<file path="src/rtl/uafc_cfg.svh">
`ifndef UAFC_CFG_SVH
`define UAFC_CFG_SVH
// modem control bit positions
`define UAFC_MODEM_RTS_BIT 1
`define UAFC_MODEM_AUTOFLOW_BIT 5
// receive trigger level encodings
`define UAFC_TRIG_1 2'h0
`define UAFC_TRIG_4 2'h1
`define UAFC_TRIG_8 2'h2
`define UAFC_TRIG_14 2'h3
`define UAFC_LVL_1 5'h01
`define UAFC_LVL_4 5'h04
`define UAFC_LVL_8 5'h08
`define UAFC_RX_CAP 5'h10
`define UAFC_RX_LAST 5'h0F
`define UAFC_RX_EMPTY 5'h00
`define UAFC_CNT_W 5
// transmit data fifo
`define UAFC_FIFO_W 8
`define UAFC_FIFO_D 32
`define UAFC_FIFO_AW 5
`endif

</file>
<file path="src/rtl/uafc_pkg.sv">
package uafc_pkg;
   // modem control bits that steer flow control
   typedef struct packed {
      logic autoflow_enable;
      logic rts;
   } uafc_modem_ctl_t;
   // receive fifo status seen by the flow logic
   typedef struct packed {
      logic [4:0] fill;
      logic [1:0] trig;
      logic rx_first_data;
   } uafc_rx_t;
endpackage : uafc_pkg

</file>
<file path="src/rtl/uafc_fifo.sv">
`timescale 1ns/10ps
module uafc_fifo #(
   parameter int W = 8,
   parameter int D = 32,
   parameter int AW = 5
) (
   input wire logic clk, // clock
   input wire logic rst, // sync reset
   input wire logic [W-1:0] in_data, // write data
   input wire logic in_valid, // write request
   output logic in_ready, // not full
   output logic [W-1:0] out_data, // head word
   output logic out_valid, // not empty
   input wire logic out_ready // pop
);
   logic [W-1:0] mem [D];
   logic [AW:0] wp_q;
   logic [AW:0] rp_q;
   logic full;
   logic empty;
   assign empty = (wp_q == rp_q);
   assign full = (wp_q[AW-1:0] == rp_q[AW-1:0]) && (wp_q[AW] != rp_q[AW]);
   assign in_ready = !full;
   assign out_valid = !empty;
   assign out_data = mem[rp_q[AW-1:0]];
   always_ff @(posedge clk) begin
      if (in_valid && !full) begin
         mem[wp_q[AW-1:0]] <= in_data;
      end
   end
   always_ff @(posedge clk) begin
      if (rst) begin
         wp_q <= '0;
      end else if (in_valid && !full) begin
         wp_q <= wp_q + 1'b1;
      end
   end
   always_ff @(posedge clk) begin
      if (rst) begin
         rp_q <= '0;
      end else if (out_ready && !empty) begin
         rp_q <= rp_q + 1'b1;
      end
   end
endmodule : uafc_fifo

</file>
<file path="src/rtl/uafc_top.sv">
// What this block does
// - with auto cts, sample cts before each character; start only when active
// - cts changes raise no host interrupt while autoflow is enabled
// - without auto cts, send whatever the transmit fifo holds
// - autoflow enable plus rts bit turns on auto rts and auto cts
// - autoflow enable with rts bit clear gives auto cts only
// - trigger 1, 4 or 8: rts drops when fill reaches trigger
// - trigger 1, 4 or 8: rts returns only after fifo empties
// - trigger 14: drop at first data bit of 16th char, return when space
`timescale 1ns/10ps
`include "uafc_cfg.svh"
module uafc_top (
   input wire logic clk, // 20 MHz clock
   input wire logic rst, // sync reset, active high
   input wire uafc_pkg::uafc_modem_ctl_t modem_control_register, // autoflow and rts bits
   input wire uafc_pkg::uafc_rx_t rx_stat, // receive_fifo state
   input wire logic cts_n, // clear to send pin, active low
   input wire logic [7:0] tx_data, // byte from host
   input wire logic tx_valid, // host byte valid
   output logic tx_ready, // transmit fifo has room
   output logic [7:0] chr_data, // byte to serialiser
   output logic chr_start, // one-cycle start of a character
   input wire logic chr_idle, // serialiser can take a character
   output logic rts_n_q, // request to send pin, active low
   output logic cts_delta_q // cts change flag for host interrupt
);
   // ----------------------------------------------------------------
   // cts synchroniser
   // ----------------------------------------------------------------
   logic cts_m_q;
   logic cts_s_q;
   logic cts_old_q;
   // reset to the idle high level so no false change follows reset
   always_ff @(posedge clk) begin
      if (rst) begin
         cts_m_q <= 1'b1;
         cts_s_q <= 1'b1;
         cts_old_q <= 1'b1;
      end else begin
         cts_m_q <= cts_n;
         cts_s_q <= cts_m_q;
         cts_old_q <= cts_s_q;
      end
   end
   logic auto_cts;
   logic auto_rts;
   assign auto_cts = modem_control_register.autoflow_enable;
   assign auto_rts = modem_control_register.autoflow_enable && modem_control_register.rts;
   // ----------------------------------------------------------------
   // cts change flag, suppressed under autoflow
   // ----------------------------------------------------------------
   // both sides of the compare are synchronised, so a metastable
   // first stage never reaches the flag
   always_ff @(posedge clk) begin
      if (rst) begin
         cts_delta_q <= 1'b0;
      end else if (!auto_cts && (cts_s_q != cts_old_q)) begin
         cts_delta_q <= 1'b1;
      end else begin
         cts_delta_q <= 1'b0;
      end
   end
   // ----------------------------------------------------------------
   // transmit fifo and start gate
   // ----------------------------------------------------------------
   logic [7:0] head;
   logic head_valid;
   logic go;
   // the start gate samples cts only at character boundaries, so a drop
   // that has passed the synchroniser by then holds the next one back
   assign go = head_valid && chr_idle && !chr_start && (!auto_cts || !cts_s_q);
   uafc_fifo #(
      .W(`UAFC_FIFO_W),
      .D(`UAFC_FIFO_D),
      .AW(`UAFC_FIFO_AW)
   ) u_fifo (
      .clk(clk),
      .rst(rst),
      .in_data(tx_data),
      .in_valid(tx_valid),
      .in_ready(tx_ready),
      .out_data(head),
      .out_valid(head_valid),
      .out_ready(go)
   );
   always_ff @(posedge clk) begin
      if (rst) begin
         chr_start <= 1'b0;
         chr_data <= 8'h00;
      end else begin
         chr_start <= go;
         if (go) begin
            chr_data <= head;
         end
      end
   end
   // ----------------------------------------------------------------
   // auto rts
   // ----------------------------------------------------------------
   // trigger 8 and 14 share the default arm of the level decode;
   // trigger 14 takes its own path in the hold logic
   logic [4:0] lvl;
   logic hold_q;
   logic armed_q;
   always_comb begin
      case (rx_stat.trig)
         `UAFC_TRIG_1: lvl = `UAFC_LVL_1;
         `UAFC_TRIG_4: lvl = `UAFC_LVL_4;
         default: lvl = `UAFC_LVL_8;
      endcase
   end
   always_ff @(posedge clk) begin
      if (rst) begin
         hold_q <= 1'b0;
      end else if (rx_stat.trig == `UAFC_TRIG_14) begin
         if (rx_stat.fill == `UAFC_RX_CAP) begin
            hold_q <= 1'b1;
         end else if (rx_stat.fill == `UAFC_RX_LAST && rx_stat.rx_first_data) begin
            hold_q <= 1'b1;
         end else if (rx_stat.fill < `UAFC_RX_LAST || !armed_q) begin
            hold_q <= 1'b0;
         end
      end else if (rx_stat.fill >= lvl) begin
         hold_q <= 1'b1;
      end else if (rx_stat.fill == `UAFC_RX_EMPTY) begin
         hold_q <= 1'b0;
      end
   end
   // a drop taken on the first data bit at fill 15 must outlast that
   // character; a drop taken at full ends with the first read, as one
   // byte of space is then open
   always_ff @(posedge clk) begin
      if (rst) begin
         armed_q <= 1'b0;
      end else if (rx_stat.trig == `UAFC_TRIG_14 && rx_stat.fill == `UAFC_RX_LAST
         && rx_stat.rx_first_data) begin
         armed_q <= 1'b1;
      end else if (rx_stat.trig != `UAFC_TRIG_14 || rx_stat.fill != `UAFC_RX_LAST) begin
         armed_q <= 1'b0;
      end
   end
   // registered so the pin cannot glitch while the fill count settles;
   // costs one cycle of lag behind the hold decision
   always_ff @(posedge clk) begin
      if (rst) begin
         rts_n_q <= 1'b1;
      end else if (auto_rts) begin
         rts_n_q <= hold_q;
      end else begin
         rts_n_q <= !modem_control_register.rts;
      end
   end
   // ----------------------------------------------------------------
   // checks
   // ----------------------------------------------------------------
   chk_start_gated: assert property (@(posedge clk) disable iff (rst)
      chr_start && $past(auto_cts) |-> !$past(cts_s_q))
      else $error("character started while cts inactive");
   chk_no_irq_auto: assert property (@(posedge clk) disable iff (rst)
      $past(auto_cts) |-> !cts_delta_q)
      else $error("cts change flagged under autoflow");
   chk_free_send: assert property (@(posedge clk) disable iff (rst)
      !auto_cts && head_valid && chr_idle && !chr_start |=> chr_start)
      else $error("transmit stalled without auto cts");
   chk_trig_drop: assert property (@(posedge clk) disable iff (rst)
      auto_rts && rx_stat.trig != `UAFC_TRIG_14 && rx_stat.fill >= lvl
      ##1 auto_rts |=> rts_n_q)
      else $error("rts not dropped at trigger");
   chk_empty_rise: assert property (@(posedge clk) disable iff (rst)
      hold_q && rx_stat.trig != `UAFC_TRIG_14 && rx_stat.fill != 5'h00 |=> hold_q)
      else $error("rts released before empty");
   chk_full_drop: assert property (@(posedge clk) disable iff (rst)
      rx_stat.trig == `UAFC_TRIG_14 && rx_stat.fill == `UAFC_RX_CAP |=> hold_q)
      else $error("rts not held with fifo full");
   chk_auto_off: assert property (@(posedge clk) disable iff (rst)
      !auto_rts |=> rts_n_q == !$past(modem_control_register.rts))
      else $error("rts pin not following control bit");
   chk_sync_lag: assert property (@(posedge clk) disable iff (rst)
      ##2 cts_s_q == $past(cts_n, 2))
      else $error("cts synchroniser lag wrong");
   // ----------------------------------------------------------------
   // checks on start pulse, change flag and rts hold
   // ----------------------------------------------------------------
   // the trigger 14 hold checks read hold_q so that a fault is pinned to the stage
   // that made it, not to the pin it reaches later
   chk_space_rise: assert property (@(posedge clk) disable iff (rst)
      rx_stat.trig == `UAFC_TRIG_14 && $past(rx_stat.fill) == `UAFC_RX_CAP
      && rx_stat.fill < `UAFC_RX_CAP && !rx_stat.rx_first_data |=> !hold_q)
      else $error("rts held with space free");
   chk_first_drop: assert property (@(posedge clk) disable iff (rst)
      rx_stat.trig == `UAFC_TRIG_14 && rx_stat.fill == `UAFC_RX_LAST
      && rx_stat.rx_first_data |=> hold_q)
      else $error("rts not dropped on first data bit");
   chk_low_release: assert property (@(posedge clk) disable iff (rst)
      rx_stat.trig == `UAFC_TRIG_14 && rx_stat.fill < `UAFC_RX_LAST |=> !hold_q)
      else $error("rts held with fifo below fifteen");
   chk_drain_rise: assert property (@(posedge clk) disable iff (rst)
      auto_rts && rx_stat.trig != `UAFC_TRIG_14 && rx_stat.fill == `UAFC_RX_EMPTY
      ##1 auto_rts |=> !rts_n_q)
      else $error("rts not restored after drain");
   chk_delta_flag: assert property (@(posedge clk) disable iff (rst)
      !auto_cts && cts_s_q != cts_old_q |=> cts_delta_q)
      else $error("cts change not flagged");
   chk_start_pulse: assert property (@(posedge clk) disable iff (rst)
      chr_start |=> !chr_start)
      else $error("character start longer than one cycle");
   chk_data_steady: assert property (@(posedge clk) disable iff (rst)
      !chr_start |-> $stable(chr_data))
      else $error("character byte moved without a start");
   chk_idle_start: assert property (@(posedge clk) disable iff (rst)
      chr_start |-> $past(chr_idle))
      else $error("character started while serialiser busy");
   chk_cts_only: assert property (@(posedge clk) disable iff (rst)
      auto_cts && !modem_control_register.rts |=> rts_n_q)
      else $error("rts pin active with auto cts only");
   chk_rts_follow: assert property (@(posedge clk) disable iff (rst)
      auto_rts |=> rts_n_q == $past(hold_q))
      else $error("rts pin not following hold under auto rts");
endmodule : uafc_top

</file>
<file path="config.mk">
export PLATFORM = sky130hd
export DESIGN_NAME = uafc_top
export DESIGN_NICKNAME = d
export VERILOG_FILES = /design/src/rtl/uafc_pkg.sv /design/src/rtl/uafc_fifo.sv /design/src/rtl/uafc_top.sv
export VERILOG_INCLUDE_DIRS = /design/src /design/src/rtl
export SDC_FILE = /design/constraint.sdc
export NUM_CORES = 1
export LEC_CHECK = 0
export ABC_AREA = 0
export BUFFER_PORTS_ARGS = -buffer_cell sky130_fd_sc_hd__buf_2
export CORE_MARGIN = 3
export CORE_UTILIZATION = 50
export DETAILED_ROUTE_END_ITERATION = 16
export MAX_ROUTING_LAYER = met4
export PLACE_DENSITY = 0.73
export SETUP_SLACK_MARGIN = 0.05
export SKIP_CTS_REPAIR_TIMING = 1
export SLEW_MARGIN = 15
export SYNTH_ARGS = -nofsm -noshare
export SYNTH_HDL_FRONTEND = slang
export SYNTH_SLANG_ARGS = --single-unit
export TNS_END_PERCENT = 50
</file>
<file path="constraint.sdc">
create_clock -name clk -period 2.2 [get_ports clk]
set_input_delay 0.22 -clock clk [delete_from_list [all_inputs] [get_ports clk]]
set_output_delay 0.22 -clock clk [all_outputs]
set_load 0.02 [all_outputs]
</file>
==> results.sh <==
export IMPL_yosys_area_share_xor_xnor=0.0108
export IMPL_start_util=0.514
export IMPL_min_from="rx_stat[0]"
export IMPL_first_pass_iters=5
export IMPL_die_h_um=157
export IMPL_cts_buffers_inserted=28
export IMPL_ys_warn_count=0
export IMPL_syn_inst=624
export IMPL_seq_area_frac_synth=0.728
export IMPL_n_antenna_cell=0
export IMPL_total_power_mw=11.7
export IMPL_drc_errors=0
export IMPL_gp_congestion=0.913
export IMPL_path_max_fanout=8
export IMPL_reg2reg_depth=5
export IMPL_synth_compound_area_frac=0.0487
export IMPL_grt_overflow_total=0
export IMPL_ir_drop_mv=0.583
export IMPL_synth_top_family_by_area="multiplexers"
export IMPL_drive_gt1_frac=0.303
export IMPL_synth_mux_area_frac=0.132
export IMPL_io_pins=35
export IMPL_fin_hold_ws_ns=0.00729
export IMPL_clockBufferDepth=3
export IMPL_grt_pass1_wl_um=37600
export IMPL_synth_nets=655
export IMPL_grt_use_total=0.210
export IMPL_dpl_cell_area_um2=12000
export IMPL_die_w_um=157
export IMPL_arrival_ns=2.33
export IMPL_hold_violations=0
export IMPL_clock_sink_count=284
export IMPL_wl_per_cell_um=24.6
export IMPL_htree_levels=1
export IMPL_synth_ff_type="edfxtp_1"
export IMPL_ys_seq_elements=284
export IMPL_synth_cell_types=48
export IMPL_syn_area_um2=11300
export IMPL_clk_latency_ns=0.53
export IMPL_rr_startpoint="u_fifo.wp_q[5]"
export IMPL_via_count=6094
export IMPL_cts_clk_slew_worst_paths_ns=0.06
export IMPL_hold_path_class="input pin to register"
export IMPL_layout_min_cycle_time_ns=2.17
export IMPL_start_kind="register"
export IMPL_cellLeakagePower_nw=4.22
export IMPL_critical_path_class="register to register"
export IMPL_tightest_slew_ns=0.821
export IMPL_skew_ns=0.0114
export IMPL_critPathCaptureType="register"
export IMPL_maxCapViolations=0
export IMPL_finalMaxSlewViolations=0
export IMPL_outcome="completed"
export IMPL_core_um2=22000
export IMPL_dieArea_um2=24500
export IMPL_startpoint="u_fifo.wp_q[5]"
export IMPL_final_cell_area_um2=13200
export IMPL_synthAdderAreaFrac=0.00884
export IMPL_totalWireLength_um=24700
export IMPL_cp_required_ns=2.36
export IMPL_antenna_found_initial=0
export IMPL_ys_async_sr_fraction=0
export IMPL_portBuffers=34
export IMPL_cts_tree="built"
export IMPL_max_slew_margin_rel=0.451
export IMPL_root_buffer="clkbuf_16"
export IMPL_fin_setup_tns_ns=0
export IMPL_hold_depth=3
export IMPL_postSynthAreaPerCell_um2=18.2
export IMPL_drtAntennaViolNets=0
export IMPL_grt_pass1_vias=6240
export IMPL_period_share=0.987
export IMPL_syn_to_final_growth_pct=16.9
export IMPL_nets=737
export IMPL_grt_max_degree=36
export IMPL_fp_row_count=54
export IMPL_synth_simple_area_share=0.0489
export IMPL_synth_edf_count=256
export IMPL_drt_iter0_drc=809
export IMPL_rsz0062_at_grt="true"
export IMPL_dpl_hpwl_um=15600
export IMPL_setup_violations=0
export IMPL_viasPerCell=6.05
export IMPL_max_freq_mhz=460
export IMPL_power_density_nw_per_um2=882
[cells in the mapped netlist, types with 3 or more instances]
master,count,area share
a2111oi_0,8,0.0062
a21oi_1,15,0.0066
a22oi_1,8,0.0053
a32o_1,9,0.0080
buf_2,12,0.0053
buf_4,3,0.0020
buf_6,6,0.0060
clkbuf_1,8,0.0027
dfxtp_1,28,0.049
edfxtp_1,256,0.68
ha_1,8,0.0088
inv_1,6,0.0020
mux2i_1,44,0.039
mux4_2,46,0.091
nand2_1,19,0.0063
nand3_1,3,0.0013
nand3b_1,4,0.0027
nor2_1,61,0.020
nor2b_1,4,0.0022
nor3_1,3,0.0013
o21ai_0,4,0.0018
o21ai_1,7,0.0031
o221ai_1,8,0.0062
or2_2,5,0.0028
or3_1,4,0.0022
xnor2_1,8,0.0062
xor2_1,6,0.0046
[cells in the final DEF, fill, tap and decap left out, types with 9 or more instances in the layout]
cell / n
edfxtp_1: 256
mux4_2: 46
a32o_1: 9
buf_4: 35
buf_2: 33
mux2i_1: 43
a21oi_1: 15
clkbuf_16: 29
nor2_1: 48
dfxtp_1: 19
nor2_2: 13
nand2_1: 18
[report_power, final]
part / internal, mW / leakage (nW) / switching [mW]
clock: 3.10 / 0.475 / 1.94
combinational: 0.288 / 1.20 / 0.394
sequential: 5.93 / 2.54 / 0.0356
total: 9.32 / 4.22 / 2.37
[layer usage]
metal	vias up	routed length [um]	global-route usage
met3	39	1820	0.0346
li1	2661	-	-
met2	275	12300	0.335
met1	3119	10100	0.285
met5	-	0	-
met4	0	586	0.0550
[final timing paths]
| path | end | slack [ns] |
|---|---|---|
| hold reg to reg | cts_s_q | 0.41 |
| hold / removal | armed_q | 0.007 |
| setup reg to reg | u_fifo.mem[14][7] | 0.03 |
| setup / recovery | u_fifo.mem[14][7] | 0.03 |
[cells by family (layout without fill, tap and decap cells)]
| group | after synthesis | in the layout |
|---|---|---|
| xor+xnor | 14 | 14 |
| fa+ha+maj | 8 | 8 |
| flops | 284 | 284 |
| simple gates | 117 | 117 |
| mux | 92 | 92 |
| compound gates | 71 | 71 |
| buf+inv | 38 | 141 |
[metrics by stage]
stage	util	instances	setup WS, ns
finish	0.601	1007	0.0276
global placement	0.547	948	-0.0207
detailed placement	0.547	948	-0.0223
floorplan	-	624	0.215
CTS	0.591	999	-0.0454
global route	0.601	1007	-0.119
[state kept, by name, summed over array words and instances (netlist names)]
signal	count
chr_data	8
hold_q	1
u_fifo.rp_q	6
cts_s_q	1
armed_q	1
rts_n_q	1
u_fifo.wp_q	6
u_fifo.mem	256
cts_m_q	1
chr_start	1
cts_old_q	1
cts_delta_q	1
[area by class of cell]
class / count / area (um2)
Sequential cell: 284 / 8270
Multi-Input combinational cell: 302 / 2940
Clock inverter: 18 / 244
Tap cell: 280 / 350
Fill cell: 1541 / 8780
Inverter: 6 / 22.5
Clock buffer: 33 / 741
Timing Repair Buffer: 84 / 674
[worst max-delay path, stage by stage, from the launching register on]
cell     delay (ns)
dfxtp_1        0.34
xnor2_1        0.30
o31a_1         0.27
nand2_1        0.08
buf_4          0.18
nor2_1         0.63
Power figures use the tool's default switching activity.
